--- src/core/sgc_regs.svh ---
// Purpose: Register map, field positions, reset values of the gating block
// Assumes: 8-bit paged register map, page select visible on every page
// Notes: How it works list below
// How it works
// Trigger-enable bits 0..3 let the flex pin gate loops A..D.
// Software writes trigger-enable bit 4 as zero.
// Software writes trigger-enable bit 5 as one.
// Trigger-enable bits 7:6 reset to zero; software preserves them.
// Loop register loop_sysref_trigger_control bit 1 is the software trigger for that loop.
// Software trigger at one passes the frame clock to the selected output.
// Software trigger at zero stops the frame clock on that output.
// Software toggles bit 1 by read-modify-write of loop register loop_sysref_trigger_control.
// Request high passes the frame clock; low holds the output high.
// Gate opens and closes only on a frame clock rising edge.
// Loop register 0x09 bits 5:0 pick the output, one-hot.
// Register 0xFF selects page; 0x00 general, loop page before loop access.
// Flex pin passes two flip-flops before it steers the gate.
`ifndef SGC_REGS_SVH
`define SGC_REGS_SVH
`define SGC_NUM_LOOPS 4
`define SGC_NUM_OUTS 6
`define SGC_PAGE_ADDR 8'hFF
`define SGC_PAGE_GEN 8'h00
`define SGC_PAGE_LOOP_BASE 8'h0A
`define SGC_PIN_EN_ADDR 8'h19
`define SGC_PIN_EN_RST 8'h20
`define SGC_LOOP_TRIG_ADDR 8'h05
`define SGC_LOOP_TRIG_RST 8'h00
`define SGC_SW_TRIG_BIT 1
`define SGC_LOOP_SEL_ADDR 8'h09
`define SGC_LOOP_SEL_RST 6'h00
`endif

--- src/core/sgc_pkg.sv ---
// Purpose: Types shared by the gating block modules
// Assumes: Constants come from sgc_regs.svh
// Notes: State of each module is one packed struct
`include "sgc_regs.svh"
package sgc_pkg;
   typedef logic [`SGC_NUM_OUTS-1:0] sgc_sel_t;
   typedef logic [`SGC_NUM_LOOPS-1:0][`SGC_NUM_OUTS-1:0] sgc_outs_t;
   typedef enum logic [1:0] {
      SGC_GATE_CLOSED = 2'b01,
      SGC_GATE_OPEN = 2'b10
   } sgc_gate_st_t;
   typedef struct packed {
      sgc_gate_st_t st;
      logic clk_prev;
      sgc_sel_t out;
   } sgc_gate_state_t;
   typedef struct packed {
      logic [7:0] page;
      logic [7:0] pin_en;
      logic [`SGC_NUM_LOOPS-1:0][7:0] trig;
      logic [`SGC_NUM_LOOPS-1:0][`SGC_NUM_OUTS-1:0] sel;
      logic sync1;
      logic sync2;
      logic [7:0] rdata;
      logic rvalid;
   } sgc_top_state_t;
endpackage

--- src/core/sgc_loop_if.sv ---
// Purpose: Carrier between register side and one loop gate
// Assumes: Single clock
// Notes: One instance per synthesis loop
`timescale 1ns/10ps
interface sgc_loop_if;
   logic req;
   logic frame_clk;
   sgc_pkg::sgc_sel_t sel;
   sgc_pkg::sgc_sel_t out;
   logic open;
   modport ctl (output req, output frame_clk, output sel,
                input out, input open);
   modport gate (input req, input frame_clk, input sel,
                 output out, output open);
endinterface

--- src/core/sgc_top.sv ---
// Purpose: Paged registers and per-loop frame clock gating
// Assumes: Register port carries decoded accesses from the serial host port
// Notes: Read data appears one cycle after reg_rd with reg_rvalid
`timescale 1ns/10ps
`include "sgc_regs.svh"
module sgc_top (
   input wire logic clk,
   input wire logic reset_n,
   input wire logic [7:0] reg_addr,
   input wire logic [7:0] reg_wdata,
   input wire logic reg_wr,
   input wire logic reg_rd,
   output logic [7:0] reg_rdata,
   output logic reg_rvalid,
   input wire logic trigger_flex_pin,
   input wire logic [`SGC_NUM_LOOPS-1:0] frame_clk_in,
   output sgc_pkg::sgc_outs_t clk_out,
   output logic [`SGC_NUM_LOOPS-1:0] gate_open
);
   import sgc_pkg::*;
   sgc_top_state_t s_q;
   sgc_top_state_t s_d;
   logic [`SGC_NUM_LOOPS-1:0] req;

   // Maps the page register to a loop; bit 2 flags a loop page
   function automatic logic [2:0] loop_of_page(input logic [7:0] pg);
      logic [7:0] diff;
      diff = pg - `SGC_PAGE_LOOP_BASE;
      if (pg >= `SGC_PAGE_LOOP_BASE && diff < 8'(`SGC_NUM_LOOPS)) begin
         loop_of_page = {1'b1, diff[1:0]};
      end else begin
         loop_of_page = 3'h0;
      end
   endfunction

   localparam logic [3:0] TGT_PAGE = 4'h1;
   localparam logic [3:0] TGT_PIN_EN = 4'h2;
   localparam logic [3:0] TGT_TRIG = 4'h4;
   localparam logic [3:0] TGT_SEL = 4'h8;

   // One decode serves write and read, so the two can never disagree
   function automatic logic [3:0] target_of(input logic [7:0] addr,
      input logic [7:0] pg);
      logic [2:0] lsel;
      lsel = loop_of_page(pg);
      target_of = 4'h0;
      if (addr == `SGC_PAGE_ADDR) begin
         target_of = TGT_PAGE;
      end else if (pg == `SGC_PAGE_GEN) begin
         if (addr == `SGC_PIN_EN_ADDR) begin
            target_of = TGT_PIN_EN;
         end
      end else if (lsel[2]) begin
         if (addr == `SGC_LOOP_TRIG_ADDR) begin
            target_of = TGT_TRIG;
         end else if (addr == `SGC_LOOP_SEL_ADDR) begin
            target_of = TGT_SEL;
         end
      end
   endfunction

   always_comb begin
      logic [2:0] lp;
      logic [3:0] tgt;
      lp = loop_of_page(s_q.page);
      tgt = target_of(reg_addr, s_q.page);
      s_d = s_q;
      // Pin is only two flops deep, so latency is two cycles
      s_d.sync1 = trigger_flex_pin;
      s_d.sync2 = s_q.sync1;
      s_d.rvalid = reg_rd;
      if (reg_wr) begin
         case (tgt)
            TGT_PAGE: begin
               s_d.page = reg_wdata;
            end
            TGT_PIN_EN: begin
               // Stored as written; bits 7:6 hold unless software changes them
               s_d.pin_en = reg_wdata; // see
            end
            TGT_TRIG: begin
               s_d.trig[lp[1:0]] = reg_wdata;
            end
            TGT_SEL: begin
               s_d.sel[lp[1:0]] = reg_wdata[`SGC_NUM_OUTS-1:0];
            end
            default: begin
               s_d.page = s_q.page;
            end
         endcase
      end
      if (reg_rd) begin
         case (tgt)
            TGT_PAGE: begin
               s_d.rdata = s_q.page;
            end
            TGT_PIN_EN: begin
               s_d.rdata = s_q.pin_en;
            end
            TGT_TRIG: begin
               // Trigger reads back as stored so read-modify-write is safe
               s_d.rdata = s_q.trig[lp[1:0]];
            end
            TGT_SEL: begin
               s_d.rdata = {2'b00, s_q.sel[lp[1:0]]};
            end
            default: begin
               s_d.rdata = 8'h00;
            end
         endcase
      end
   end

   always_ff @(posedge clk or negedge reset_n) begin
      if (!reset_n) begin
         s_q.page <= `SGC_PAGE_GEN;
         s_q.pin_en <= `SGC_PIN_EN_RST;
         s_q.trig <= {`SGC_NUM_LOOPS{`SGC_LOOP_TRIG_RST}};
         s_q.sel <= {`SGC_NUM_LOOPS{`SGC_LOOP_SEL_RST}};
         s_q.sync1 <= 1'b0;
         s_q.sync2 <= 1'b0;
         s_q.rdata <= 8'h00;
         s_q.rvalid <= 1'b0;
      end else begin
         s_q <= s_d;
      end
   end

   generate
      for (genvar i = 0; i < `SGC_NUM_LOOPS; i++) begin : g_loop
         sgc_loop_if lif ();
         // Pin and software triggers are ORed: either opens the gate
         assign req[i] = (s_q.pin_en[i] & s_q.sync2)
                       | s_q.trig[i][`SGC_SW_TRIG_BIT]; // see
         assign lif.req = req[i];
         assign lif.frame_clk = frame_clk_in[i];
         assign lif.sel = s_q.sel[i];
         assign clk_out[i] = lif.out;
         assign gate_open[i] = lif.open;
         sgc_gate u_gate (
            .clk(clk),
            .reset_n(reset_n),
            .lp(lif.gate)
         );
      end
   endgenerate

   assign reg_rdata = s_q.rdata;
   assign reg_rvalid = s_q.rvalid;
endmodule

--- src/core/sgc_gate.sv ---
// Purpose: Gates one loop's frame clock onto its selected output
// Assumes: Frame clock arrives as a level sampled on clk
// Notes: Unselected outputs and closed gate both sit at logic high
`timescale 1ns/10ps
`include "sgc_regs.svh"
module sgc_gate (
   input wire logic clk,
   input wire logic reset_n,
   sgc_loop_if.gate lp
);
   import sgc_pkg::*;
   sgc_gate_state_t s_q;
   sgc_gate_state_t s_d;
   logic rise;

   always_comb begin
      s_d = s_q;
      rise = lp.frame_clk & ~s_q.clk_prev;
      s_d.clk_prev = lp.frame_clk;
      // Changing state only at a rising edge keeps every pulse whole
      if (rise) begin
         case (s_q.st)
            SGC_GATE_CLOSED: begin
               if (lp.req) begin // see
                  s_d.st = SGC_GATE_OPEN;
               end
            end
            SGC_GATE_OPEN: begin
               if (!lp.req) begin // see
                  s_d.st = SGC_GATE_CLOSED;
               end
            end
            default: begin
               s_d.st = SGC_GATE_CLOSED;
            end
         endcase
      end
      for (int k = 0; k < `SGC_NUM_OUTS; k++) begin
         // Closed gate holds high; open gate follows the frame clock
         if (lp.sel[k] && s_d.st == SGC_GATE_OPEN) begin // see
            s_d.out[k] = lp.frame_clk;
         end else begin
            s_d.out[k] = 1'b1;
         end
      end
   end

   always_ff @(posedge clk or negedge reset_n) begin
      if (!reset_n) begin
         s_q.st <= SGC_GATE_CLOSED;
         // Starting high hides a false rise when reset ends mid-pulse
         s_q.clk_prev <= 1'b1;
         s_q.out <= {`SGC_NUM_OUTS{1'b1}};
      end else begin
         s_q <= s_d;
      end
   end

   assign lp.out = s_q.out;
   assign lp.open = (s_q.st == SGC_GATE_OPEN);
endmodule

--- config.mk ---
export PLATFORM = sky130hd
export DESIGN_NAME = sgc_top
export DESIGN_NICKNAME = d
export VERILOG_FILES = /design/src/core/sgc_pkg.sv /design/src/core/sgc_loop_if.sv /design/src/core/sgc_top.sv /design/src/core/sgc_gate.sv
export VERILOG_INCLUDE_DIRS = /design/src /design/src/core
export SDC_FILE = /design/constraint.sdc
export NUM_CORES = 1
export LEC_CHECK = 0
export BUFFER_PORTS_ARGS = -buffer_cell sky130_fd_sc_hd__buf_2
export CORE_MARGIN = 5
export CORE_UTILIZATION = 64
export DETAILED_ROUTE_END_ITERATION = 10
export GPL_TIMING_DRIVEN = 0
export MAX_ROUTING_LAYER = met4
export PLACE_DENSITY = 0.89
export SLEW_MARGIN = 10
export SYNTH_ARGS = -nofsm -noshare
export SYNTH_HDL_FRONTEND = slang
export SYNTH_HIERARCHICAL = 1
export SYNTH_SLANG_ARGS = --single-unit
--- constraint.sdc ---
create_clock -name clk -period 7.1 [get_ports clk]
set_input_delay 0.355 -clock clk [delete_from_list [all_inputs] [get_ports clk]]
set_output_delay 0.355 -clock clk [all_outputs]
set_load 0.1 [all_outputs]
Word level (Yosys, flattened, before mapping) --
Index checks and enable logic that the tools add are counted. Widths: inputs -> output; s select.
Word-level totals: memories 0, memory bits (writable) 0, logic and storage cells 156, register bits 119, output and inout bits 37, bits in latches 0, memory bits (read-only) 0
Cells by class: multiplexer cells 58, $lt $le $gt $ge 4, reductions and logical operators 31, multiply operators 0, bitwise gates (word level) 16, equal/unequal tests 20, add/sub/neg operators 1, div/mod/pow operators 0, shift operators 0
Operators by type and width (count):
- $bwmux 32 | 1
- $pmux 8 s4 | 1
- $logic_and 1x1->1 | 26
- $mux 2 | 13
- $bwmux 24 | 1
- $mux 1 | 24
- $mux 4 | 5
- $bmux 8 s2 | 1
- $demux 8 s2 | 1
- $eq 2x2->1 const B | 8
- $mux 8 | 2
- $pmux 2 s2 | 4
- $bmux 6 s2 | 1
- $demux 6 s2 | 1
- $mux 6 | 2
- $and 1x1->1 | 8
- $eq 2x1->1 const B | 4
- $eq 8x3->1 const B | 1
- $eq 8x4->1 const B | 1
- $eq 8x5->1 const B | 1
- $eq 8x8->1 const B | 1
- $ge 8x4->1 const B | 1
- $logic_not 8->1 | 1
- $lt 8x3->1 const B | 1
- other kinds (11) | 20

Depth between registers and ports, before layout --
Gate-level depths: netlist of run 1.
depth after elaboration 9, gate-level depth with buffers 10, gate-level depth less buffers 7

Modules after synthesis --
Netlist of run 1, hierarchy kept.
Modules (own cells, without submodules):
- sgc_top | area an instance 4277.9 µm², sequential area each 2078.2 µm², instances 1, cells an instance 370
- sgc_gate | area an instance 436.7 µm², sequential area each 235.2 µm², instances 4, cells an instance 38

Worst setup path after synthesis of run 1 --
No wires, ideal clock.
kind reg-to-reg, start point register s_q[76] (netlist name), end point register g_loop[0].lif.sel[0] (netlist name), library setup time 125 ps, data required time 6975 ps, data arrival time 2554 ps, path slack 4421 ps, clock period less this slack 2679 ps, cell stages (with the launch flop) 10, cells stage by stage dfrtp_1 > clkbuf_1 > clkinv_1 > ha_1 > xor2_1 > nand3_1 > nor4_1 > and3_1 > buf_2 > mux2_2
On the way: longest elaborated chain between the ends 9, elaborated cells between the ends (all ways) 17, classes of those cells add/sub (1); order compare (4); eq/ne (1); mux (7); reduce/logical (4)
Ends and longest elaborated chain:
- from (decl) | line sgc_top.sv:21 | sgc_top_state_t s_q;
- $sub 8x4->8 (no line)
- $lt 8x3->1 | line sgc_top.sv:29 | if (pg >= `SGC_PAGE_LOOP_BASE && diff < 8'(`SGC_NUM_LOOPS)) begin
- $logic_and 1x1->1 | line sgc_top.sv:29
- $mux 3 | line sgc_top.sv:29
- $lt 2x3->1 (tied with other cells) | line sgc_top.sv:85 | s_d.sel[lp[1:0]] = reg_wdata[`SGC_NUM_OUTS-1:0];
- $logic_and 1x1->1 / $mux 4 (equally long branches) | line sgc_top.sv:85, sgc_top.sv:49
- $mux 6 / $mux 4 (equally long branches) | line sgc_top.sv:85, sgc_top.sv:47
- $demux 6 s2 / $eq 4x4->1 (equally long branches) | line sgc_top.sv:85, sgc_top.sv:73
- $bwmux 24 / $reduce_and 2->1 (equally long branches)
Several ways; a longest one is shown, not always the timed one. A chain may end at the register's enable or synchronous reset.

Final worst setup path of run 1 --
start point register s_q[76] (netlist name), end point register g_loop[3].lif.sel[2] (netlist name)
On the way: longest elaborated chain between the ends 9, elaborated cells between the ends (all ways) 17, classes of those cells add/sub (1); order compare (4); eq/ne (1); mux (7); reduce/logical (4)
Ends and longest elaborated chain (line):
- $sub 8x4->8 (no line)
- $lt 8x3->1 | sgc_top.sv:29
- $logic_and 1x1->1 | sgc_top.sv:29
- $mux 3 | sgc_top.sv:29
- $lt 2x3->1 (tied with other cells) | sgc_top.sv:85
- $logic_and 1x1->1 / $mux 4 (equally long branches) | sgc_top.sv:85, sgc_top.sv:49
- $mux 6 / $mux 4 (equally long branches) | sgc_top.sv:85, sgc_top.sv:47
- $demux 6 s2 / $eq 4x4->1 (equally long branches) | sgc_top.sv:85, sgc_top.sv:73
- $bwmux 24 / $reduce_and 2->1 (equally long branches)
Several ways; a longest one is shown, not always the timed one.

==> results of run 1 <==
-- per-layer routing --
layer	part of all wire	up-vias
li1	-	2010
met5	0	-
met4	0.045	0
met2	0.48	299
met1	0.39	2254
met3	0.083	84
-- cells in the final DEF, fill, tap and decap left out, drive strengths merged, types with 4 or more instances in the layout --
cell	count
nor2b	5
and3	6
dlygate4sd3	7
ha	13
o31ai	7
nor3b	5
dfrtp	86
a21o	4
o211ai	10
clkbuf	40
nand3	15
nor3	12
a32oi	7
o21ai	23
a21boi	14
nand2	57
dfstp	33
buf	98
inv	13
a21oi	11
a22oi	14
nand2b	8
mux2	77
clkinv	6
and2b	4
-- cell type report --
class | count | area [sq um]
flip-flops and latches | 119 | 3020
multi-input cells | 328 | 2580
fillers | 546 | 2090
clock buffers | 22 | 443
repair buffers | 62 | 374
plain buffers | 61 | 374
well taps | 111 | 139
clock inverters | 9 | 126
inverters | 14 | 52.6
-- cells by family after synthesis --
logic type | synth area share
AO/OA/AOI/OAI | 0.117
AND/OR/NAND/NOR | 0.134
multiplexers | 0.144
flip-flops | 0.501
XOR/XNOR | 0.00561
adder cells (fa/ha/maj) | 0.0270
buffers and inverters | 0.0708
-- synthesized netlist by cell type (7+ instances only) --
| master | count | share of area |
|---|---|---|
| dfrtp_1 | 86 | 0.36 |
| mux2_2 | 76 | 0.14 |
| nand2_1 | 52 | 0.032 |
| buf_4 | 38 | 0.047 |
| dfstp_2 | 33 | 0.14 |
| clkbuf_1 | 18 | 0.011 |
| o21ai_0 | 18 | 0.015 |
| a21boi_0 | 14 | 0.017 |
| a22oi_1 | 14 | 0.017 |
| nand3_1 | 14 | 0.012 |
| ha_1 | 13 | 0.027 |
| a21oi_1 | 11 | 0.0091 |
| inv_1 | 9 | 0.0056 |
| nand2b_1 | 8 | 0.0083 |
| a32oi_1 | 7 | 0.010 |
| nor3_1 | 7 | 0.0058 |
| o31ai_1 | 7 | 0.0087 |
-- final timing paths --
kind,endpoint,slack (ns),from,depth (start not counted)
max,g_loop[3].lif.sel[2]$_DFFE_PN0P_,3.28,s_q[76]$_DFFE_PN0P_,8
min,s_q[73]$_DFFE_PN0P_,0.14,reg_wdata[6],2
max reg2reg,g_loop[3].lif.sel[2]$_DFFE_PN0P_,3.28,s_q[76]$_DFFE_PN0P_,8
min reg2reg,s_q[9]$_DFF_PN0_,0.36,s_d[9]$_DFF_PN0_,0
max in group asynchronous,g_loop[3].u_gate/lp.out[2]$_DFF_PN1_,6.10,reset_n,3
min in group asynchronous,g_loop[0].u_gate/s_q[8]$_DFF_PN0_,0.27,reset_n,2
-- metrics by stage --
step / utilization / hold slack, ns / instances / power [mW] / setup WS [ns]
after detailed placement: 0.703 / 0.236 / 688 / 0.776 / 3.61
after global placement: 0.700 / 0.335 / 687 / 0.770 / 3.74
after CTS: 0.773 / 0.136 / 726 / 1.60 / 3.46
after floorplan: - / 0.0594 / 522 / 0.736 / 4.42
final: 0.773 / 0.139 / 726 / 1.60 / 3.28
after global routing: 0.773 / 0.154 / 726 / 1.64 / 3.23
-- registers in the layout, summed over array words and instances (netlist names) --
signal                count
g_loop.u_gate/lp.out     24
reg_rvalid                1
s_d                       1
reg_rdata                 8
g_loop.lif.sel           24
s_q                      49
g_loop.u_gate/s_q        12
-- critical path, stage by stage, from the launching register on --
cell and delay (ns):
dfrtp_1 0.33, clkbuf_1 0.43, clkinv_1 0.43, ha_1 0.34, xor2_1 0.27, nand3_1 0.43
nor4_1 0.64, nand3_1 0.43, mux2_2 0.40
-- where the power goes --
group | leakage [nW] | switching (mW) | total, mW | internal [mW]
logic | 1.55 | 0.0608 | 0.0823 | 0.0214
registers | 1.53 | 0.00394 | 0.689 | 0.685
clock network | 0.279 | 0.292 | 0.831 | 0.539
total | 3.36 | 0.356 | 1.60 | 1.25
-- what timing repair did --
item / in CTS / in global routing
endpoints found under the hold margin: 32 / 0
hold buffers: 7 / 0
gates resized for setup: 0 / 0
==> flow_summary.ini, run 1 <==
[global_routing]
gr-usage-all-layers = 0.286
use_met2 = 0.454
grt_max_degree = 94
met1_usage = 0.351
grt_util_met3 = 0.0608
top_usage_layer = met2
grt_first_pass_wirelength_um = 24400
grt_antenna_before_repair = 0
overflow = 0
grt_pass1_vias = 4803

[worst_hold_path]
worstHoldPathType = in -> reg

[critical_path]
cp_max_fo = 9
arrival_ns = 4.22
crit_required_ns = 7.50
cp-end-kind = register
startpoint_type = register
critical_path_class = reg -> reg

[timing]
post-route-min-period_ns = 3.82
min_period_over_period = 0.538
hold_viol_final = 0
rsz0062_at_grt = false
finClkSkew_ns = 0.0100
setup_violations = 0
max_slew_margin = 0.173
slew_viol_final = 0
worst_pin_slew_ns = 1.23
max_freq_mhz = 262
setup_tns_ns = 0

[cts]
cts_tree = done
cts.root.buffer_cell = clkbuf_8
insertion_delay_ns = 0.52
clock_sinks = 119
ctsHtreeMaxLevel = 4
clk_pin_slew_ns = 0.06
clk_path_buf_depth = 2
cts_setup_buffers = 0
cts_buffers = 17

[synthesis]
synth.cell_area_sq_mm = 0.00602
synth-async-reset-ratio = 1.00
seq_area_frac_synth = 0.501
syn_nets = 560
synth_edf_count = 0
ys.flop_type = dfrtp_1
synthesis.instances = 522
yosys_register_bits = 119
ys_warn_count = 6
synth_area_per_cell_sq_um = 11.5
synthDistinctLibCells = 60

[route]
drt-initial-drc-count = 480
drc = 0
via_count = 4647
wl_per_cell_um = 20.7
post_drt_via_cell_ratio = 6.40
firstDrtPassIters = 6
wl_um = 15100
ant_nets = 0

[cells_and_area]
area_delta_synth_final_pct = 18.0
stdcell_area_sq_mm = 0.00711
nNetsFinal = 641
drive_gt1_frac = 0.416
n_antenna_cell = 0

[power_and_ir_drop]
p_leak_nw = 3.36
irDropWorstVdd_mv = 0.210
powerDensity_mw_per_mm2 = 226

[status]
outcome = complete, no violations

[placed_design]
port_buffers = 54
dp_hpwl_um = 10000
globalplace.congestion = 1.04
place_area_sq_mm = 0.00647

[floorplanning]
die_h_um = 107
rows = 35
die_area_sq_mm = 0.0115
core_region_area_sq_mm = 0.00920
initial_core_util = 0.655
die_x_um = 107
io_pins = 62

[flow_run]
max_cap_viol_count = 0
Note: power is estimated with default switching activity, not from simulation.
==> run 2, diff against run 1 <==
CORE_UTILIZATION = 59   (was 64)
PLACE_DENSITY = 0.83   (was 0.89)
clock period = 3.7 ns   (was 7.1 ns; I/O delays follow)
==> flow_summary.ini, run 2 (synthesis gave the netlist of run 1 again) <==
[status]
outcome = complete, no violations

[route]
post_drt_via_cell_ratio = 5.87
wl_per_cell_um = 19.7
firstDrtPassIters = 5
via_count = 4401
drt-initial-drc-count = 304
wl_um = 14800
drc = 0
ant_nets = 0

[global_routing]
overflow = 0
grt_antenna_before_repair = 0
grt_pass1_vias = 4582
grt_first_pass_wirelength_um = 24100
grt_max_degree = 72
gr-usage-all-layers = 0.255

[timing]
setup_violations = 0
hold_viol_final = 0
finClkSkew_ns = 0.00875
min_period_over_period = 0.931
worst_pin_slew_ns = 0.912
slew_viol_final = 0
post-route-min-period_ns = 3.44
setup_tns_ns = 0
max_freq_mhz = 290
max_slew_margin = 0.391
rsz0062_at_grt = false

[power_and_ir_drop]
fin_total_pwr_mw = 3.12
irDropWorstVdd_mv = 0.323
powerDensity_mw_per_mm2 = 433
p_leak_nw = 3.37

[placed_design]
port_buffers = 54
globalplace.congestion = 0.913
dp_hpwl_um = 10500

[flow_run]
max_cap_viol_count = 0

[cells_and_area]
area_delta_synth_final_pct = 19.6
largest_register_ffs = 49
nNetsFinal = 643
final_common_cell = dfrtp_1
largestRegisters = s_q (49), g_loop.lif.sel (24), g_loop.u_gate/lp.out (24)
multi_input_area_sq_mm = 0.00258
regMostFlops = s_q
drive_gt1_frac = 0.425
regArea_sq_mm = 0.00302
nFillCells = 680
n_antenna_cell = 0
final_cell_mix = 86 x dfrtp_1, 76 x mux2_2, 55 x buf_2

[cts]
clock_sinks = 119
clk_path_buf_depth = 2
cts.root.buffer_cell = clkbuf_8
cts_tree = done
cts_buffers = 17
insertion_delay_ns = 0.51
ctsHtreeMaxLevel = 4
clk_pin_slew_ns = 0.06

[floorplanning]
die_x_um = 111
io_pins = 62
die_h_um = 111
rows = 36
core_region_area_sq_mm = 0.00986
die_area_sq_mm = 0.0123
initial_core_util = 0.611

[critical_path]
rr_worst_depth = 8
critical_path_class = reg -> reg
startpoint_type = register
cp_max_fo = 9
r2r-start = s_q[76]$_DFFE_PN0P_
cp-end-kind = register
path_buf_inv = 2
critPathSlowestCell = dfrtp_1
arrival_ns = 3.84
crit_family = simple AND/OR/NAND/NOR gates
timing.critical_path.cells = clkinvlp_4, ha_1, xor2_1, nand3_1, nor4_1, and3_1, buf_2, mux2_2
rr_endpoint = g_loop[0].lif.sel[2]$_DFFE_PN0P_
reg2reg_slack_ns = 0.26
crit_required_ns = 4.09
slowest_delay_ns = 0.62

[worst_hold_path]
whs_endpoint = s_q[76]$_DFFE_PN0P_
worstHoldStart = reg_wdata[1]
hold_depth = 3
worstHoldPathType = in -> reg
[run 2: metal layers]
| metal | global-route usage | up-vias | part of all wire |
|---|---|---|---|
| met1 | 0.330 | 2226 | 0.45 |
| met4 | 0.0803 | 0 | 0.022 |
| met2 | 0.407 | 138 | 0.49 |
| li1 | - | 2013 | - |
| met5 | - | - | 0 |
| met3 | 0.0519 | 24 | 0.045 |
[run 2: per-stage QoR]
step | setup WS [ns] | instance area, sq um | util | instances | hold WS (ns)
after floorplan | 1.02 | 6020 | - | 522 | -0.111
after global placement | 0.140 | 6460 | 0.655 | 709 | 0.295
after detailed placement | 0.0732 | 6490 | 0.658 | 710 | 0.155
after CTS | 0.0258 | 7180 | 0.728 | 750 | 0.148
after global routing | 0.0578 | 7200 | 0.730 | 750 | 0.232
final | 0.255 | 7200 | 0.730 | 750 | 0.160
[run 2: cell type report]
cell class,count,area share
plain buffers,60,0.0514
clock buffers,20,0.0618
clock inverters,11,0.0207
inverters,14,0.00782
multi-input cells,328,0.359
flip-flops and latches,119,0.419
well taps,133,0.0231
repair buffers,65,0.0575
[run 2: worst max path at each step]
stage	start	end	depth (start not counted)
finish	s_q[76]$_DFFE_PN0P_	g_loop[0].lif.sel[2]$_DFFE_PN0P_	8
global route	s_q[76]$_DFFE_PN0P_	g_loop[0].lif.sel[5]$_DFFE_PN0P_	8
CTS	s_q[76]$_DFFE_PN0P_	reg_rdata[4]$_DFFE_PN0P_	8
detailed placement	s_q[76]$_DFFE_PN0P_	reg_rdata[2]$_DFFE_PN0P_	8
global placement	s_q[76]$_DFFE_PN0P_	reg_rdata[1]$_DFFE_PN0P_	8
floorplan	s_q[76]$_DFFE_PN0P_	g_loop[0].lif.sel[0]$_DFFE_PN0P_	9
[run 2: what timing repair did]
item                                    in CTS  in global routing
hold buffers                                 9                  0
resized for setup                            0                  1
endpoints found under the setup margin       0                 33
endpoints found under the hold margin       85                  0
buffers inserted                             0                  1
[run 2: worst min-delay path, stage by stage]
cell and delay, ns:
clkbuf_1 0.24, nand2_1 0.12, o21ai_0 0.08
[run 2: power breakdown]
part | switching [mW] | internal, mW
registers | 0.0106 | 1.31
logic | 0.114 | 0.0422
clock network | 0.578 | 1.06
